==> config.mk <==
export PLATFORM = sky130hd
export DESIGN_NAME = lia_top
export DESIGN_NICKNAME = d
export VERILOG_FILES = /design/src/rtl/lia_top.v
export VERILOG_INCLUDE_DIRS = /design/src /design/src/shared
export SDC_FILE = /design/constraint.sdc
export NUM_CORES = 1
export LEC_CHECK = 0
export CORE_MARGIN = 4
export CORE_UTILIZATION = 60
export DETAILED_ROUTE_END_ITERATION = 16
export DONT_BUFFER_PORTS = 1
export HOLD_SLACK_MARGIN = 0.12
export PLACE_DENSITY = 0.72
export SETUP_SLACK_MARGIN = 0.15
export SYNTH_ARGS = -nofsm -noshare
export SYNTH_HDL_FRONTEND = slang
export SYNTH_SLANG_ARGS = --single-unit
==> constraint.sdc <==
create_clock -name core_clk_i -period 4 [get_ports core_clk_i]
set_input_delay 0.4 -clock core_clk_i [delete_from_list [all_inputs] [get_ports core_clk_i]]
set_output_delay 0.4 -clock core_clk_i [all_outputs]
set_load 0.01 [all_outputs]
==> src/shared/lia_defs.vh <==
// constants for the link interrupt aggregator
`ifndef LIA_DEFS_VH
`define LIA_DEFS_VH

// register indices, byte address is four times the index
`define LIA_IDX_W 12
`define LIA_IDX_MASK 12'h218
`define LIA_IDX_EN0 12'h219
`define LIA_IDX_ST0 12'h222
`define LIA_IDX_SUM 12'h232
`define LIA_IDX_EVT 12'h240
`define LIA_IDX_EVM 12'h241

// word index field of haddr
`define LIA_ADDR_HI 13
`define LIA_ADDR_LO 2

// htrans bit that marks NONSEQ or SEQ
`define LIA_HTRANS_ACT 1

// link status bit positions
`define LIA_ST_CNT_OVF 0
`define LIA_ST_CELL_DEL 1
`define LIA_ST_FRAME 2
`define LIA_ST_DSYNC 3
`define LIA_ST_VIOL 4
`define LIA_ST_CHG 5
`define LIA_ST_GRP_CC 6
`define LIA_ST_GRP_OVF 7

// reset values
`define LIA_RST_BYTE 8'h00
`define LIA_RST_ST 6'h00
`define LIA_RST_NIB 4'h0
`define LIA_RST_WORD 32'h0000_0000
`define LIA_RST_IDX 12'h000

`endif

==> src/rtl/lia_top.v <==
// link interrupt aggregator with ahb-lite register slave
`include "lia_defs.vh"

module lia_top (
  // clock and reset
  input wire core_clk_i,
  input wire reset_n_i,
  // ahb-lite slave
  input wire hsel_i,
  input wire [31:0] haddr_i,
  input wire [1:0] htrans_i,
  input wire hwrite_i,
  input wire [2:0] hsize_i,
  input wire [31:0] hwdata_i,
  input wire hready_i,
  output wire [31:0] hrdata_o,
  output wire hreadyout_o,
  output wire hresp_o,
  // per-link events, one bit per link
  input wire [3:0] cell_delineation_lost_i,
  input wire [3:0] frame_alignment_lost_i,
  input wire [3:0] delay_sync_lost_i,
  input wire [3:0] control_cell_violation_i,
  input wire [3:0] control_cell_change_i,
  input wire [3:0] counter_overflow_i,
  // group sources, one bit per group except the single shared overflow bit
  input wire [3:0] group_control_cell_ready_i,
  input wire [3:0] group_frame_pulse_i,
  input wire group_overflow_i,
  // interrupt outputs
  output wire irq_n_o,
  output wire irq_o
);

  // word index of an address
  function [11:0] word_idx;
    input [31:0] a;
    begin
      word_idx = a[`LIA_ADDR_HI:`LIA_ADDR_LO];
    end
  endfunction

  // bus registers
  reg [11:0] addr_q;
  reg wr_q;
  reg [31:0] hrdata_q;
  reg hreadyout_q;
  reg hresp_q;
  // control and status
  reg [7:0] mask_q;
  reg [3:0] req_q;
  reg [3:0] rdy_q;
  reg [3:0] evt_q;
  reg [3:0] evm_q;
  reg irq_n_q;
  reg irq_q;

  wire acc;
  wire rd_acc;
  wire [11:0] rd_idx;
  wire wr_mask;
  wire [31:0] en_d;
  wire [31:0] stv_d;
  wire [3:0] req_d;
  wire [7:0] mask_d;
  wire [3:0] evt_d;
  wire [3:0] evm_d;
  wire grp_cc_evt;
  reg [31:0] rd_val;

  assign acc = hsel_i & hready_i & htrans_i[`LIA_HTRANS_ACT];
  assign rd_acc = acc & ~hwrite_i;
  assign rd_idx = word_idx(haddr_i);

  // group ready rising or frame pulse
  assign grp_cc_evt = (|(group_control_cell_ready_i & ~rdy_q)) | (|group_frame_pulse_i);

  // master enable write, all eight bits kept as written
  assign wr_mask = wr_q & (addr_q == `LIA_IDX_MASK);
  assign mask_d = wr_mask ? hwdata_i[7:0] : mask_q;

  genvar l;
  generate
    for (l = 0; l < 4; l = l + 1) begin : g_link
      localparam integer EN_IDX_I = `LIA_IDX_EN0 + l;
      localparam integer ST_IDX_I = `LIA_IDX_ST0 + l;
      localparam [11:0] EN_IDX = EN_IDX_I[11:0];
      localparam [11:0] ST_IDX = ST_IDX_I[11:0];
      reg [7:0] en_q;
      reg [6:1] st_q;
      wire wr_en;
      wire wr_st;
      wire [6:1] set;
      wire [6:1] clr;
      wire [6:1] st_d;
      wire [7:0] view_d;

      assign wr_en = wr_q & (addr_q == EN_IDX);
      assign wr_st = wr_q & (addr_q == ST_IDX);
      assign en_d[l*8 +: 8] = wr_en ? hwdata_i[7:0] : en_q;

      assign set[`LIA_ST_CELL_DEL] = cell_delineation_lost_i[l];
      assign set[`LIA_ST_FRAME] = frame_alignment_lost_i[l];
      assign set[`LIA_ST_DSYNC] = delay_sync_lost_i[l];
      assign set[`LIA_ST_VIOL] = control_cell_violation_i[l];
      assign set[`LIA_ST_CHG] = control_cell_change_i[l];
      if (l == 0) begin : g_grp
        assign set[`LIA_ST_GRP_CC] = grp_cc_evt;
      end else begin : g_nogrp
        assign set[`LIA_ST_GRP_CC] = 1'b0;
      end

      // write zero clears, write one keeps, event wins
      assign clr = {6{wr_st}} & ~hwdata_i[6:1];
      assign st_d = set | (st_q & ~clr);

      if (l == 0) begin : g_view0
        assign view_d = {group_overflow_i, st_d, counter_overflow_i[l]};
      end else begin : g_view
        assign view_d = {2'b00, st_d[5:1], counter_overflow_i[l]};
      end
      assign stv_d[l*8 +: 8] = view_d;

      // request is unlatched and/or of enabled status bits
      assign req_d[l] = |(view_d & en_d[l*8 +: 8]);

      always @(posedge core_clk_i or negedge reset_n_i) begin
        if (!reset_n_i) begin
          en_q <= `LIA_RST_BYTE;
          st_q <= `LIA_RST_ST;
        end else begin
          en_q <= en_d[l*8 +: 8];
          st_q <= st_d;
        end
      end
    end
  endgenerate

  // own event status, set on rising link request, cleared by read
  assign evm_d = (wr_q & (addr_q == `LIA_IDX_EVM)) ? hwdata_i[3:0] : evm_q;
  assign evt_d = (req_d & ~req_q) | (evt_q & ~{4{rd_acc & (rd_idx == `LIA_IDX_EVT)}});

  // read mux sees values committed by a write in the same edge
  always @* begin
    rd_val = `LIA_RST_WORD;
    case (rd_idx)
      `LIA_IDX_MASK: rd_val[7:0] = mask_d;
      `LIA_IDX_SUM: rd_val[3:0] = req_d;
      `LIA_IDX_EVT: rd_val[3:0] = evt_q;
      `LIA_IDX_EVM: rd_val[3:0] = evm_d;
      default: begin
        if (rd_idx >= `LIA_IDX_EN0 && rd_idx < `LIA_IDX_EN0 + 12'h004) begin
          rd_val[7:0] = en_d[{rd_idx[1:0] - 2'b01, 3'b000} +: 8];
        end else if (rd_idx >= `LIA_IDX_ST0 && rd_idx < `LIA_IDX_ST0 + 12'h004) begin
          rd_val[7:0] = stv_d[{rd_idx[1:0] - 2'b10, 3'b000} +: 8];
        end
      end
    endcase
  end

  // bus slave, zero wait states, always okay
  always @(posedge core_clk_i or negedge reset_n_i) begin
    if (!reset_n_i) begin
      addr_q <= `LIA_RST_IDX;
      wr_q <= 1'b0;
      hrdata_q <= `LIA_RST_WORD;
      hreadyout_q <= 1'b1;
      hresp_q <= 1'b0;
    end else begin
      hreadyout_q <= 1'b1;
      hresp_q <= 1'b0;
      wr_q <= acc & hwrite_i;
      if (acc) begin
        addr_q <= rd_idx;
      end
      if (rd_acc) begin
        hrdata_q <= rd_val;
      end
    end
  end

  // control, request history and interrupt pins
  always @(posedge core_clk_i or negedge reset_n_i) begin
    if (!reset_n_i) begin
      mask_q <= `LIA_RST_BYTE;
      req_q <= `LIA_RST_NIB;
      rdy_q <= `LIA_RST_NIB;
      evt_q <= `LIA_RST_NIB;
      evm_q <= `LIA_RST_NIB;
      irq_n_q <= 1'b1;
      irq_q <= 1'b0;
    end else begin
      mask_q <= mask_d;
      req_q <= req_d;
      rdy_q <= group_control_cell_ready_i;
      evt_q <= evt_d;
      evm_q <= evm_d;
      irq_n_q <= ~(|(req_d & mask_d[3:0]));
      irq_q <= |(evt_d & evm_d);
    end
  end

  assign hrdata_o = hrdata_q;
  assign hreadyout_o = hreadyout_q;
  assign hresp_o = hresp_q;
  assign irq_n_o = irq_n_q;
  assign irq_o = irq_q;

endmodule // lia_top

======== Yosys cells after proc, flatten, opt, wreduce, memory -nomap -nowiden ========
Cells that the tools add are included.
W data, S select, Z words.
word-level totals
  register bits after elaboration ......... 103
  bits in latches ......................... 0
  memory bits (writable) .................. 0
  bits in read-only memories .............. 0
  bits of input ports ..................... 107
  output and inout port bits .............. 36
  word-level logic and storage cells ...... 109
  memories ................................ 0
operators by class
  add/subtract/negate cells ............... 2
  multipliers ............................. 0
  divide/modulo/power cells ............... 0
  $lt $le $gt $ge ......................... 4
  eq/ne operators ......................... 14
  shift-type cells ........................ 2
  muxes and demuxes ....................... 10
  bitwise logic cells ..................... 48
  reductions and logical operators ........ 11
operators by type and width
  cell                    number
  $eq A12 B10 Y1 const B  14
  $shiftx A32 B6 Y8       2
  $mux W8                 7
  $and A6 B6 Y6           8
  $reduce_or A8 Y1        4
  $not A6 Y6              5
  $and A6 B8 Y8           3
  $ge A12 B10 Y1 const B  2
  $lt A12 B10 Y1 const B  2
  $and A4 B4 Y4           5
  $or A5 B6 Y6            3
  $pmux W4 S4             1
  $reduce_or A4 Y1        4
  $and A1 B1 Y1           15
  $not A4 Y4              3
  $and A8 B8 Y8           1
  $pmux W4 S2             1
  $or A6 B6 Y6            1
  $mux W4                 1
  $or A4 B4 Y4            1
  $reduce_or A3 Y1        1
  $logic_and A1 B1 Y1     2
  $not A1 Y1              2
  $sub A2 B1 Y2 const B   1
  2 further kinds         2

======== Longest topological paths before layout ========
  word-level depth ........................ 12
  mapped depth ............................ 11
  gate-level depth less buffers ........... 9

======== Least setup slack after synthesis ========
OpenSTA, ideal clock, no wires.
  path kind ............................... register to register
  start point ............................. register addr_q[7]
  end point ............................... register irq_q (netlist: irq_o)
  library setup time ...................... 139 ps
  data arrival time ....................... 2881 ps
  data required time ...................... 3861 ps
  setup slack ............................. 981 ps
  cell stages (with the launch flop) ...... 9
  path buffers ............................ 1
  period minus slack after synthesis ...... 3019 ps
  path through ............................ dfrtp_1 or3b_2 nor2_1 and2_1 buf_2 mux2_2 a222oi_1 a31oi_1 or4_1
on the way
  elaborated cells on any way between the ends .. 51
  those cells by class .................... eq/ne (9); mux (5); bitwise (32); reduce/logical (5)
RTL lines
  element                 RTL line       text
  from (decl)             lia_top.v:44   reg [11:0] addr_q;
  from (signal assigned)  lia_top.v:164  addr_q <= `LIA_RST_IDX;
  from (signal assigned)  lia_top.v:174  addr_q <= rd_idx;
  $eq A12 B10 Y1          lia_top.v:98   assign wr_en = wr_q & (addr_q == EN_IDX);
  $and A1 B1 Y1           lia_top.v:98
  $mux W8                 lia_top.v:100  assign en_d[l*8 +: 8] = wr_en ? hwdata_i[7:0] : en_q;
  named net en_d[27]      lia_top.v:62   wire [31:0] en_d;
  $and A6 B8 Y8           lia_top.v:125  assign req_d[l] = |(view_d & en_d[l*8 +: 8]);
  $reduce_or A8 Y1        lia_top.v:125
  $and A4 B4 Y4           lia_top.v:141  assign evt_d = (req_d & ~req_q) | (evt_q & ~{4{rd_acc & (rd_idx == `LIA_IDX_EVT)}});
  $or A4 B4 Y4            lia_top.v:141
  $and A4 B4 Y4           lia_top.v:199  irq_q <= |(evt_d & evm_d);
  $reduce_or A4 Y1        lia_top.v:199
  to (signal assigned)    lia_top.v:199
  to (decl)               lia_top.v:56   reg irq_q;
The timed path passes the listed nets, and every way through them passes these cells.
A chain may end at the register's enable or synchronous reset.

======== Worst setup path in the final report ========
  start point ............................. register addr_q[0]
  end point ............................... register irq_q (netlist: irq_o)
The elaborated chain is that of the path after synthesis.

==> out/qor.yml <==
final_layout:
  drive_above_1_share_pct: 15.7
  final_common_cell: "dfrtp_1"
  num-fill-cells: 784
  nets: 691
  layout_common_cells: "99 x dfrtp_1, 40 x nand2_1, 38 x inv_1"
  n_antenna_cell: 0
  final_area_um2: 6110
  areaGrowthSynthToFinish_pct: 6.01
  regArea_um2: 2500
  multiInputGateArea_um2: 2900
clocking:
  postCtsSetupBuffers: 0
  cts_tree: "built"
  clock_path_buffers: 2
  cts.clk_slew.worst_paths_ps: 100
  ctsResizeCount: 0
  insertion_delay_ps: 380
  clock_sinks: 100
  root_buffer: "clkbuf_8"
  cts_buffers: 9
  cts_htree_levels: 3
min_path:
  holdPathEnd: "g_link[0].st_q[1]"
  min_from: "cell_delineation_lost_i[0]"
  hp-class: "input port to flop"
  holdPathStages: 1
routing:
  drt_iter0_markers: 533
  ant_nets: 0
  via_per_inst: 6.70
  dr_total_vias: 4783
  drc: 0
  drt-wirelength-per-cell_um: 23.3
  wirelength_mm: 16.6
  dr.pass1.iters: 6
global_routing:
  grt_pass1_vias: 4759
  met2_usage_pct: 48.4
  antenna_found_initial: 0
  grt_util_all_layers_pct: 30.2
  grt_util_met3_pct: 7.95
  grt_pass1_wl_mm: 26.1
  grt_max_degree: 101
  top_usage_layer: "met2"
  grtUsageMet1_pct: 39.4
  gr-total-overflow: 0
run:
  cap_violations: 0
synthesis:
  syn-instance-count: 577
  yosysWarnings: 0
  ys_dominant_reg_cell: "dfrtp_1"
  ys_types: 82
  ys_async_sr_fraction_pct: 100
  ys_seq_elements: 100
  netlist_area_um2: 5760
  synth_edf_count: 0
  yosysSeqAreaShare_pct: 43.4
  avgSynthCellArea_um2: 9.99
sta:
  fin_tns_setup_ps: 0
  worstMarginPinSlew_ps: 768
  slew-limit-headroom_pct: 48.7
  clock.fmax_ghz: 0.291
  finalCritPeriodShare_pct: 85.8
  grt_setup_unrepaired: "false"
  clock_skew_ps: 11.4
  setup_viol: 0
  finalHoldWorstSlack_ps: 127
  fin_crit_ps: 3430
  hold_viol: 0
  slew_violations: 0
placement:
  dpl_cell_area_um2: 5820
  dp_hpwl_mm: 12.3
  io_buffers: 0
  globalplace.congestion: 0.937
setup_path:
  cp.arrival_ps: 3680
  start_kind: "flop"
  worst-r2r-cell-count: 9
  worst-path-max-fanout: 14
  rr_startpoint: "addr_q[0]"
  crit_type: "flop to flop"
  worstPathRequired_ps: 4250
  endpoint_kind: "flop"
  reg2reg_slack_ps: 570
  reg2reg_to: "irq_o"
floorplan:
  rows: 35
  start_util_pct: 62.1
  core_um2: 9280
  die_h_um: 106
  io_pins: 143
  die_width_um: 106
  dieArea_um2: 11200
power_and_ir_drop:
  power.density_nw_per_um2: 340
  ir_drop_uv: 256
  p_leak_nw: 2.59
outcome:
  status: "finished clean"
-- through the flow --
step / util [%] / setup slack [ps] / cells / total power [mW]
after detailed placement: 62.6 / 645 / 691 / 1.38
after CTS: 65.7 / 603 / 713 / 2.08
after global routing: 65.8 / 410 / 714 / 2.16
final: 65.8 / 567 / 714 / 2.08
after floorplan: - / 981 / 601 / 1.34
after global placement: 62.6 / 654 / 691 / 1.37
-- timing repair --
| item | CTS | global route |
|---|---|---|
| hold buffers | 6 | 1 |
| endpoints found under the setup margin | 0 | 0 |
| endpoints found under the hold margin | 104 | 1 |
-- synth_stat cells (6+ instances only) --
library cell / count / area, µm²
o221ai_1: 8 / 70.1
nor2_1: 36 / 135
a21oi_1: 11 / 55.1
buf_4: 27 / 203
nand2_1: 40 / 150
a211oi_1: 7 / 52.6
and3_1: 6 / 37.5
nor2b_1: 8 / 50.1
buf_2: 6 / 30.0
and2_1: 6 / 37.5
o21ai_0: 21 / 105
mux2_2: 34 / 383
clkbuf_1: 18 / 67.6
nand2b_1: 11 / 68.8
nand4_1: 20 / 125
nor3_1: 6 / 30.0
a31oi_1: 6 / 37.5
or3_1: 7 / 43.8
o22ai_1: 14 / 87.6
mux2i_1: 17 / 170
dfrtp_1: 99 / 2480
inv_1: 38 / 143
nor3b_1: 12 / 90.1
-- final cells by class --
| class | instances | share of cell area (%) |
|---|---|---|
| clock inverter | 6 | 1.15 |
| clock buffer | 10 | 2.25 |
| multi-input combinational | 409 | 47.5 |
| inverter | 40 | 2.46 |
| sequential | 100 | 41.0 |
| tap | 129 | 2.64 |
| timing repair buffer | 20 | 3.03 |
-- worst max-delay path, cell delays in order, from the launching register on --
cell	delay [ps]
dfrtp_1	560
nor3b_1	250
buf_4	180
and4_4	270
and2_1	420
mux2_2	410
a222oi_1	360
buf_4	210
a31oi_1	90
or4_1	550
-- where the power goes --
| part | internal, mW | switching [mW] | total, mW |
|---|---|---|---|
| Combinational | 0.109 | 0.141 | 0.251 |
| Sequential | 1.06 | 0.0822 | 1.14 |
| Clock | 0.311 | 0.371 | 0.682 |
-- logic make-up (layout without fill, tap and decap cells) --
family	after synthesis	in the layout	synth area share (%)
AO/OA/AOI/OAI	126	126	16.4
adder cells (fa/ha/maj)	4	4	0.868
buffers and inverters	92	76	7.88
flip-flops	100	100	43.4
multiplexers	53	53	10.4
other	2	26	0.130
AND/OR/NAND/NOR	200	200	20.9
-- how the worst max path moves through the flow --
stage / to / cells after the start / slack (ps) / start
floorplan: irq_o / 8 / 980 / addr_q[7]
global placement: irq_o / 9 / 650 / addr_q[0]
detailed placement: irq_o / 9 / 640 / addr_q[0]
CTS: irq_o / 9 / 600 / addr_q[0]
global route: irq_o / 9 / 410 / addr_q[0]
finish: irq_o / 9 / 570 / addr_q[0]
-- registers in the layout, summed over array words and instances, names as in the netlist --
signal / flops
g_link.en_q: 32
g_link.st_q: 21
addr_q: 12
hrdata_o: 8
mask_q: 8
evm_q: 4
evt_q: 4
rdy_q: 4
req_q: 4
irq_n_o: 1
irq_o: 1
wr_q: 1
-- metal layers --
layer  part of all wire (%)  vias up
met4                    3.4        0
met2                     47      281
met5                      0        -
met1                     39     2365
li1                       -     2087
met3                     10       50
Note: power is estimated with default switching activity, not from simulation.
